### config.mk
export PLATFORM = sky130hd
export DESIGN_NAME = sta_access
export DESIGN_NICKNAME = d
export VERILOG_FILES = /design/src/rtl/sta_pkg.sv /design/src/rtl/sta_access.sv
export SDC_FILE = /design/constraint.sdc
export NUM_CORES = 1
export LEC_CHECK = 0
export ABC_AREA = 1
export BUFFER_PORTS_ARGS = -buffer_cell sky130_fd_sc_hd__buf_2
export CAP_MARGIN = 20
export CORE_MARGIN = 2
export CORE_UTILIZATION = 52
export DETAILED_ROUTE_END_ITERATION = 8
export HOLD_SLACK_MARGIN = 0.1
export PLACE_DENSITY = 0.77
export SYNTH_ARGS = -nofsm -noshare
export SYNTH_HDL_FRONTEND = slang
export SYNTH_SLANG_ARGS = --single-unit
### constraint.sdc
create_clock -name clk_sys -period 3.45 [get_ports clk_sys]
set_input_delay 0.345 -clock clk_sys [delete_from_list [all_inputs] [get_ports clk_sys]]
set_output_delay 0.345 -clock clk_sys [all_outputs]
set_load 0.01 [all_outputs]
### src/rtl/sta_pkg.sv
// Constants shared by the signalling time slot access block.
// Assumes one 250 MHz system clock and an AHB-Lite register bus.
// Overview of operation
// - Digital paths carry signalling at 64 kbit/s.
// - 2048 path uses slot 16 by default.
// - Slot 16 busy: use configured free slot.
// - 2048 and 8448 paths apply no inversion.
// - 8448 path picks slots 67 to 70, priority.
// - None free: use configured free slot.
// - 1544 path inverts every bit when enabled.
// - Analogue link runs at least 4.8 kbit/s.
// - Analogue link sends and receives simultaneously.
// - Both directions move together, same rate.
// - Selected slot carries only signalling bits.
package sta_pkg;
	typedef enum logic [1:0] {
		STA_P2048,
		STA_P8448,
		STA_P1544,
		STA_PANA
	} sta_path_t;
	localparam logic [7:0] STA_OFF_CTRL = 8'h00;
	localparam logic [7:0] STA_OFF_ALT = 8'h04;
	localparam logic [7:0] STA_OFF_AVAIL = 8'h08;
	localparam logic [7:0] STA_OFF_RATE = 8'h0C;
	localparam logic [7:0] STA_OFF_STAT = 8'h10;
	localparam int STA_CTRL_INV = 2;
	localparam logic [7:0] STA_SLOT_DEF = 8'h10;
	localparam logic [7:0] STA_SLOT_HI0 = 8'h43;
	localparam logic [7:0] STA_SLOT_HI1 = 8'h44;
	localparam logic [7:0] STA_SLOT_HI2 = 8'h45;
	localparam logic [7:0] STA_SLOT_HI3 = 8'h46;
	localparam logic [2:0] STA_BIT_LAST = 3'h7;
	localparam logic [1:0] STA_HTRANS_NONSEQ = 2'h2;
	localparam logic [2:0] STA_HSIZE_WORD = 3'h2;
	localparam logic [7:0] STA_ALT_RST = 8'h01;
	localparam logic [4:0] STA_AVAIL_RST = 5'h1F;
	localparam longint STA_CLK_HZ = 250000000;
	localparam longint STA_ANA_MIN_BPS = 4800;
	localparam int STA_ANA_MAX_DIV = int'(STA_CLK_HZ / STA_ANA_MIN_BPS);
endpackage

### src/rtl/sta_access.sv
// Signalling time slot access between a multiplex path and a link terminal.
// Assumes the multiplex bit clock, frame pulse and receive bit arrive from
// pins, and the terminal octet interface runs on clk_sys.
//
// Chosen here: the placing of the registers and the AHB-Lite register port.
`timescale 1ns/10ps
module sta_access #(
	parameter int ANA_MAX_DIV = sta_pkg::STA_ANA_MAX_DIV
) (
	// Clock and reset.
	input wire logic clk_sys,
	input wire logic reset_n,
	// AHB-Lite slave.
	input wire logic hsel,
	input wire logic [7:0] haddr,
	input wire logic [1:0] htrans,
	input wire logic hwrite,
	input wire logic [2:0] hsize,
	input wire logic hready,
	input wire logic [31:0] hwdata,
	output logic [31:0] hrdata,
	output logic hreadyout,
	output logic hresp,
	// Multiplex path pins.
	input wire logic mux_bclk,
	input wire logic mux_fsync,
	input wire logic mux_rx_bit,
	output logic mux_tx_bit,
	output logic mux_tx_en,
	// Signalling link terminal.
	input wire logic [7:0] term_tx_octet,
	output logic term_tx_take,
	output logic [7:0] term_rx_octet,
	output logic term_rx_valid
);
	logic [2:0] bclk_s_q, fs_s_q, rx_s_q;
	logic [2:0] ctrl_q;
	logic [7:0] alt_q;
	logic [4:0] avail_q;
	logic [15:0] rate_q;
	logic [7:0] act_slot_q;
	logic [1:0] act_path_q;
	logic act_inv_q;
	logic [10:0] bcnt_q;
	logic [15:0] ana_cnt_q;
	logic [7:0] rx_sh_q, tx_sh_q, rx_oct_q;
	logic tx_bit_q, tx_en_q, take_q, rxv_q;
	logic [7:0] a_addr_q;
	logic a_wr_q;
	logic [31:0] rdata_q;
	logic hrdy_q, hresp_q;

	// Bus decode.
	wire bus_go = hsel && hready && htrans == sta_pkg::STA_HTRANS_NONSEQ &&
		hsize == sta_pkg::STA_HSIZE_WORD;
	wire wr_ctrl = a_wr_q && a_addr_q == sta_pkg::STA_OFF_CTRL;
	wire wr_alt = a_wr_q && a_addr_q == sta_pkg::STA_OFF_ALT;
	wire wr_avail = a_wr_q && a_addr_q == sta_pkg::STA_OFF_AVAIL;
	wire wr_rate = a_wr_q && a_addr_q == sta_pkg::STA_OFF_RATE;
	wire [31:0] stat_w = {21'h0_0000, act_inv_q, act_path_q, act_slot_q};
	wire [31:0] rd_w =
		haddr == sta_pkg::STA_OFF_CTRL ? {29'h0, ctrl_q} :
		haddr == sta_pkg::STA_OFF_ALT ? {24'h00_0000, alt_q} :
		haddr == sta_pkg::STA_OFF_AVAIL ? {27'h000_0000, avail_q} :
		haddr == sta_pkg::STA_OFF_RATE ? {16'h0000, rate_q} :
		haddr == sta_pkg::STA_OFF_STAT ? stat_w : 32'h0000_0000;

	// Slot choice from the programmed configuration.
	wire [1:0] cfg_path = ctrl_q[1:0];
	wire [7:0] pick_2048 = avail_q[0] ? sta_pkg::STA_SLOT_DEF : alt_q;
	wire [7:0] pick_8448 =
		avail_q[1] ? sta_pkg::STA_SLOT_HI0 :
		avail_q[2] ? sta_pkg::STA_SLOT_HI1 :
		avail_q[3] ? sta_pkg::STA_SLOT_HI2 :
		avail_q[4] ? sta_pkg::STA_SLOT_HI3 : alt_q;
	wire [7:0] pick_slot =
		cfg_path == sta_pkg::STA_P8448 ? pick_8448 :
		cfg_path == sta_pkg::STA_P2048 ? pick_2048 : alt_q;
	wire pick_inv = cfg_path == sta_pkg::STA_P1544 &&
		ctrl_q[sta_pkg::STA_CTRL_INV];

	// Analogue divider never exceeds the slowest legal bit period.
	wire [15:0] max_div = 16'(ANA_MAX_DIV);
	wire [15:0] ana_div = (rate_q == 16'h0000 || rate_q > max_div) ?
		max_div : rate_q;
	wire ana = act_path_q == sta_pkg::STA_PANA;
	wire ana_tick = ana_cnt_q >= ana_div - 16'h0001;

	// Bit timing: multiplex clock edge, or divider tick on analogue links.
	wire bclk_rise = bclk_s_q[1] && !bclk_s_q[2];
	wire stb = ana ? ana_tick : bclk_rise;
	wire fs = fs_s_q[2];
	// The frame pulse restarts the bit count, so a count that started in
	// mid-frame after reset or after the analogue path cannot skew slots.
	wire [10:0] cur = ana ? {8'h00, bcnt_q[2:0]} : fs ? 11'h000 : bcnt_q;
	wire [2:0] bidx = cur[2:0];
	wire hit = ana || cur[10:3] == act_slot_q;
	wire last = stb && hit && bidx == sta_pkg::STA_BIT_LAST;
	wire frame_go = ana ? last : (stb && fs);
	wire rxb = rx_s_q[2] ^ act_inv_q;
	wire [7:0] rx_next = {rx_sh_q[6:0], rxb};

	always_ff @(posedge clk_sys) begin
		bclk_s_q <= {bclk_s_q[1:0], mux_bclk};
		fs_s_q <= {fs_s_q[1:0], mux_fsync};
		rx_s_q <= {rx_s_q[1:0], mux_rx_bit};
	end

	// Bus slave: zero wait states, always OKAY.
	always_ff @(posedge clk_sys) begin
		if (!reset_n) begin
			a_wr_q <= 1'b0;
			a_addr_q <= 8'h00;
			rdata_q <= 32'h0000_0000;
			hrdy_q <= 1'b1;
			hresp_q <= 1'b0;
		end else begin
			hrdy_q <= 1'b1;
			hresp_q <= 1'b0;
			a_wr_q <= bus_go && hwrite;
			a_addr_q <= haddr;
			if (bus_go && !hwrite) begin
				rdata_q <= rd_w;
			end
		end
	end

	always_ff @(posedge clk_sys) begin
		if (!reset_n) begin
			ctrl_q <= 3'h0;
			alt_q <= sta_pkg::STA_ALT_RST;
			avail_q <= sta_pkg::STA_AVAIL_RST;
			rate_q <= 16'h0000;
		end else begin
			if (wr_ctrl) begin
				ctrl_q <= hwdata[2:0];
			end
			if (wr_alt) begin
				alt_q <= hwdata[7:0];
			end
			if (wr_avail) begin
				avail_q <= hwdata[4:0];
			end
			if (wr_rate) begin
				rate_q <= hwdata[15:0];
			end
		end
	end

	// Active configuration is only swapped at a frame boundary.
	always_ff @(posedge clk_sys) begin
		if (!reset_n) begin
			act_slot_q <= sta_pkg::STA_SLOT_DEF;
			act_path_q <= sta_pkg::STA_P2048;
			act_inv_q <= 1'b0;
		end else if (frame_go) begin
			act_slot_q <= pick_slot;
			act_path_q <= cfg_path;
			act_inv_q <= pick_inv;
		end
	end

	always_ff @(posedge clk_sys) begin
		if (!reset_n || !ana || ana_tick) begin
			ana_cnt_q <= 16'h0000;
		end else begin
			ana_cnt_q <= ana_cnt_q + 16'h0001;
		end
	end

	always_ff @(posedge clk_sys) begin
		if (!reset_n) begin
			bcnt_q <= 11'h000;
		end else if (stb) begin
			bcnt_q <= cur + 11'h001;
		end
	end

	// Insertion and extraction in the chosen slot, MSB first both ways.
	always_ff @(posedge clk_sys) begin
		if (!reset_n) begin
			rx_sh_q <= 8'h00;
			tx_sh_q <= 8'h00;
			tx_bit_q <= 1'b0;
			tx_en_q <= 1'b0;
		end else if (stb) begin
			tx_en_q <= hit;
			if (hit) begin
				rx_sh_q <= rx_next;
				tx_bit_q <= tx_sh_q[7] ^ act_inv_q;
				tx_sh_q <= last ? term_tx_octet : {tx_sh_q[6:0], 1'b0};
			end
		end
	end

	always_ff @(posedge clk_sys) begin
		if (!reset_n) begin
			rx_oct_q <= 8'h00;
			rxv_q <= 1'b0;
			take_q <= 1'b0;
		end else begin
			rxv_q <= last;
			take_q <= last;
			if (last) begin
				rx_oct_q <= rx_next;
			end
		end
	end

	assign hrdata = rdata_q;
	assign hreadyout = hrdy_q;
	assign hresp = hresp_q;
	assign mux_tx_bit = tx_bit_q;
	assign mux_tx_en = tx_en_q;
	assign term_tx_take = take_q;
	assign term_rx_octet = rx_oct_q;
	assign term_rx_valid = rxv_q;

	property p_ts16;
		@(posedge clk_sys) disable iff (!reset_n)
		frame_go && cfg_path == sta_pkg::STA_P2048 && avail_q[0] |=>
			act_slot_q == sta_pkg::STA_SLOT_DEF;
	endproperty
	a_ts16: assert property (p_ts16) else $error("slot 16 not chosen");

	property p_ts16_alt;
		@(posedge clk_sys) disable iff (!reset_n)
		frame_go && cfg_path == sta_pkg::STA_P2048 && !avail_q[0] &&
			$stable(alt_q) |=> act_slot_q == alt_q;
	endproperty
	a_ts16_alt: assert property (p_ts16_alt) else $error("no fallback");

	property p_hi_prio;
		@(posedge clk_sys) disable iff (!reset_n)
		frame_go && cfg_path == sta_pkg::STA_P8448 && avail_q[1] |=>
			act_slot_q == sta_pkg::STA_SLOT_HI0;
	endproperty
	a_hi_prio: assert property (p_hi_prio) else $error("slot 67 lost");

	property p_hi_alt;
		@(posedge clk_sys) disable iff (!reset_n)
		frame_go && cfg_path == sta_pkg::STA_P8448 && avail_q[4:1] == 4'h0
			&& $stable(alt_q) |=> act_slot_q == alt_q;
	endproperty
	a_hi_alt: assert property (p_hi_alt) else $error("8448 fallback");

	property p_no_inv;
		@(posedge clk_sys) disable iff (!reset_n)
		act_path_q != sta_pkg::STA_P1544 |-> !act_inv_q;
	endproperty
	a_no_inv: assert property (p_no_inv) else $error("inverted");

	property p_cfg_frame;
		@(posedge clk_sys) disable iff (!reset_n)
		!$stable(act_slot_q) || !$stable(act_path_q) ||
			!$stable(act_inv_q) |-> $past(frame_go);
	endproperty
	a_cfg_frame: assert property (p_cfg_frame) else $error("mid frame");

	property p_octet;
		@(posedge clk_sys) disable iff (!reset_n)
		rxv_q |-> $past(stb && hit && bidx == sta_pkg::STA_BIT_LAST) &&
			rx_oct_q == $past(rx_next);
	endproperty
	a_octet: assert property (p_octet) else $error("octet slip");

	property p_pair;
		@(posedge clk_sys) disable iff (!reset_n)
		rxv_q == take_q;
	endproperty
	a_pair: assert property (p_pair) else $error("directions split");

	property p_rate;
		@(posedge clk_sys) disable iff (!reset_n)
		ana_cnt_q < max_div;
	endproperty
	a_rate: assert property (p_rate) else $error("analogue too slow");

	property p_excl;
		@(posedge clk_sys) disable iff (!reset_n)
		$rose(tx_en_q) |-> $past(stb && hit);
	endproperty
	a_excl: assert property (p_excl) else $error("foreign slot");
endmodule

==> flow_summary.json <==
{
  "outcome": "finished clean",
  "drive_gt1_frac": 0.1980,
  "synth_fa_ha_area_frac": 0.03687,
  "synth_cells": 974,
  "avgSynthCellArea_um2": 6.969,
  "skew_ns": 0.01004,
  "finalSetupViolations": 0,
  "p_leak_nw": 3.940,
  "clock-root-buffer": "clkbuf_16",
  "synth_ff_type": "dfxtp_1",
  "die-area_um2": 13980,
  "yosysSeqAreaShare": 0.3834,
  "slew_headroom": 0.3657,
  "die_y_um": 118.3,
  "grt_pass1_wl_um": 27050,
  "grt_util_all_layers": 0.2395,
  "finalSetupTns_ns": 0,
  "syn-cell-area_um2": 6788,
  "crit_path_frequent_cell": "nand2_1",
  "cp_top_family": "simple AND/OR/NAND/NOR gates",
  "period_share": 0.9983,
  "grt_max_degree": 78,
  "multiInputGateArea_um2": 3628,
  "totalWireLength_um": 17850,
  "fin_nets": 1165,
  "rsz0062_at_grt": "yes",
  "holdPathStages": 3,
  "ys_async_sr_fraction": 0,
  "worstReg2RegEnd": "term_rx_octet[6]",
  "vias": 6598,
  "min_to": "a_addr_q[0]",
  "peakVddDrop_v": 0.0003555,
  "worst_pin_slew_ns": 0.9515,
  "p_total_mw": 3.584,
  "grt_pass1_vias": 5743,
  "layout.cells.non_filler": 1268,
  "grt-ovfl-total": 0,
  "port_buffers": 72,
  "place_ws_ns": 0.003823,
  "final_util": 0.6628,
  "worstRegToRegCells": 28,
  "period_needed_ns": 3.444,
  "clock.fmax_mhz": 290.3,
  "cts_sinks": 130,
  "end_kind": "register",
  "synthMuxAreaShare": 0,
  "yosysWarningCount": 0,
  "rows": 41,
  "antenna_left": 0,
  "hold_class": "primary input to register",
  "crit_path_start_kind": "register",
  "power.density_nw_per_um2": 426.8,
  "cp_num_buf_inv": 4,
  "dp.cells": 1210,
  "drtIter0Drc": 559,
  "synth_xor_xnor_area_share": 0.03097,
  "clock_path_buffers": 2,
  "min_from": "haddr[0]",
  "seq_area_um2": 2606,
  "n_antenna_cell": 0,
  "cts_tree": "yes",
  "cp.required_ns": 3.82,
  "slowest_delay_ns": 0.33,
  "gp_congestion": 0.9236,
  "ys_ff_latch": 130,
  "worstPathMaxFanout": 8,
  "die_w_um": 118.3,
  "final_hold_viol_count": 0,
  "start_util": 0.5357,
  "cts_made_buffers": 17,
  "yosys.area_share.simple": 0.2988,
  "drc": 0,
  "area_growth_pct": 23.72,
  "final_max_slew_viol_count": 0,
  "rrSetupSlack_ns": 0.006,
  "htreeDepth": 4,
  "ys_types": 46,
  "synth_top_family_by_area": "simple AND/OR/NAND/NOR gates",
  "wl_per_cell_um": 14.08,
  "io_pins": 107,
  "synth_edf_count": 0,
  "synth-compound-area-share": 0.1265,
  "clk_pin_slew_worst_paths_ns": 0.06,
  "clock_latency_ns": 0.42,
  "rr_startpoint": "rate_q[12]",
  "worstPathArrival_ns": 3.81,
  "crit_type": "register to register",
  "firstDrtPassIters": 5,
  "cp_slowest_cell": "dfxtp_2",
  "antenna_found_initial": 0,
  "cap_violations": 0,
  "nFillCells": 1109,
  "core-area_um2": 12670,
  "viasPerCell": 5.203,
  "post-dp-hpwl_um": 11710,
  "fin_ws_ns": 0.005787
}
cells by family after synthesis:
kind of cell / Yosys count
xor gates and xnor gates: 24
buffers and inverters: 191
other: 2
DFF: 130
adders and majority gates: 20
and+or+nand+nor: 456
AOI/OAI and AO/OA: 151
metal layers:
layer / GRT usage / vias up / share of wire
met5: 0 / - / 0
met4: 0.09337 / 0 / 0.022
met3: 0.05792 / 31 / 0.067
met2: 0.3862 / 247 / 0.48
met1: 0.3085 / 3016 / 0.44
li1: - / 3304 / -
through the flow:
stage	hold WS [ns]	area [µm²]
3_3_place_gp	0.3116	7308
3_5_place_dp	0.3143	7308
4_1_cts	0.1058	7939
6_report	0.1139	8398
5_1_grt	0.1179	8398
2_1_floorplan	0.3096	6848
flip-flops by register name, summed over array words and instances, names as in the netlist, 2 cells and up:
register       flops
avail_q            5
a_addr_q           8
rx_s_q             3
act_path_q         2
ctrl_q             3
bclk_s_q           3
tx_sh_q            8
rate_q            16
bcnt_q            11
term_rx_octet      8
alt_q              8
hrdata            16
ana_cnt_q         16
fs_s_q             3
act_slot_q         8
rx_sh_q            7
power breakdown:
group	switching [mW]	total, mW	internal, mW
Clock	0.694	1.85	1.15
Combinational	0.119	0.189	0.0702
Sequential	0.0167	1.55	1.53
layout make-up:
| cell class | instances | share of cell area |
|---|---|---|
| clock buffers | 19 | 0.05274 |
| clock inverters | 12 | 0.01847 |
| inverters | 144 | 0.06585 |
| multi-input cells | 671 | 0.4321 |
| flip-flops and latches | 130 | 0.3103 |
| well taps | 172 | 0.02563 |
| repair buffers | 119 | 0.09386 |
| repair inverters | 1 | 0.001043 |
Yosys cell counts (3+ instances only):
| cell | instances | share of area |
|---|---|---|
| nor3_1 | 17 | 0.013 |
| buf_4 | 21 | 0.023 |
| dfxtp_1 | 130 | 0.38 |
| inv_1 | 136 | 0.075 |
| nand3_1 | 48 | 0.035 |
| a211oi_1 | 10 | 0.011 |
| nand2_1 | 192 | 0.11 |
| a21oi_1 | 61 | 0.045 |
| xor2_1 | 19 | 0.025 |
| nor2_1 | 146 | 0.081 |
| buf_2 | 8 | 0.0059 |
| buf_6 | 3 | 0.0050 |
| o211ai_1 | 11 | 0.012 |
| o21ai_0 | 48 | 0.035 |
| ha_1 | 20 | 0.037 |
| nor3_2 | 4 | 0.0059 |
| nand3_2 | 7 | 0.010 |
| o21ai_1 | 4 | 0.0029 |
| nand2_2 | 4 | 0.0037 |
| xnor2_1 | 5 | 0.0065 |
| nor2_2 | 4 | 0.0037 |
| o21bai_1 | 3 | 0.0033 |
| nand4_1 | 22 | 0.020 |
| clkbuf_1 | 15 | 0.0083 |
| inv_2 | 6 | 0.0033 |
| o22ai_1 | 5 | 0.0046 |
cell usage in the layout, fill, tap and decap left out, drive strengths merged, types with 5 or more instances in the layout:
master	count
a21oi	61
nand4	23
clkbuf	20
buf	115
xor2	19
nand3	58
conb	18
o21ai	52
nor2	150
a211oi	10
inv	147
ha	20
dfxtp	130
xnor2	5
o22ai	5
o211ai	11
nand2	199
clkinv	5
nor3	21
worst max-delay path by stage:
stage	startpoint	depth (start not counted)	slack [ns]	to
finish	rate_q[12]	28	0.006	term_rx_octet[6]
global route	rate_q[11]	26	-0.19	term_rx_octet[6]
CTS	rate_q[13]	27	0.004	tx_sh_q[3]
detailed placement	rate_q[13]	28	0.004	term_rx_octet[0]
global placement	rate_q[13]	28	0.08	term_rx_octet[0]
floorplan	rate_q[7]	27	0.22	act_slot_q[2]
worst min-delay path, delay by kind of cell:
kind,cells,cell delay (ns)
buf+inv,2,0.12
simple gates,1,0.04
what timing repair did:
action | in CTS | in global routing
endpoints found under the hold margin | 3 | 0
setup endpoints to repair | 1 | 64
setup buffers | 0 | 20
hold buffers | 3 | 0
gates cloned | 0 | 5
resized for setup | 1 | 74
pin swaps | 1 | 31
No activity file was read; power rests on OpenSTA's default activity.
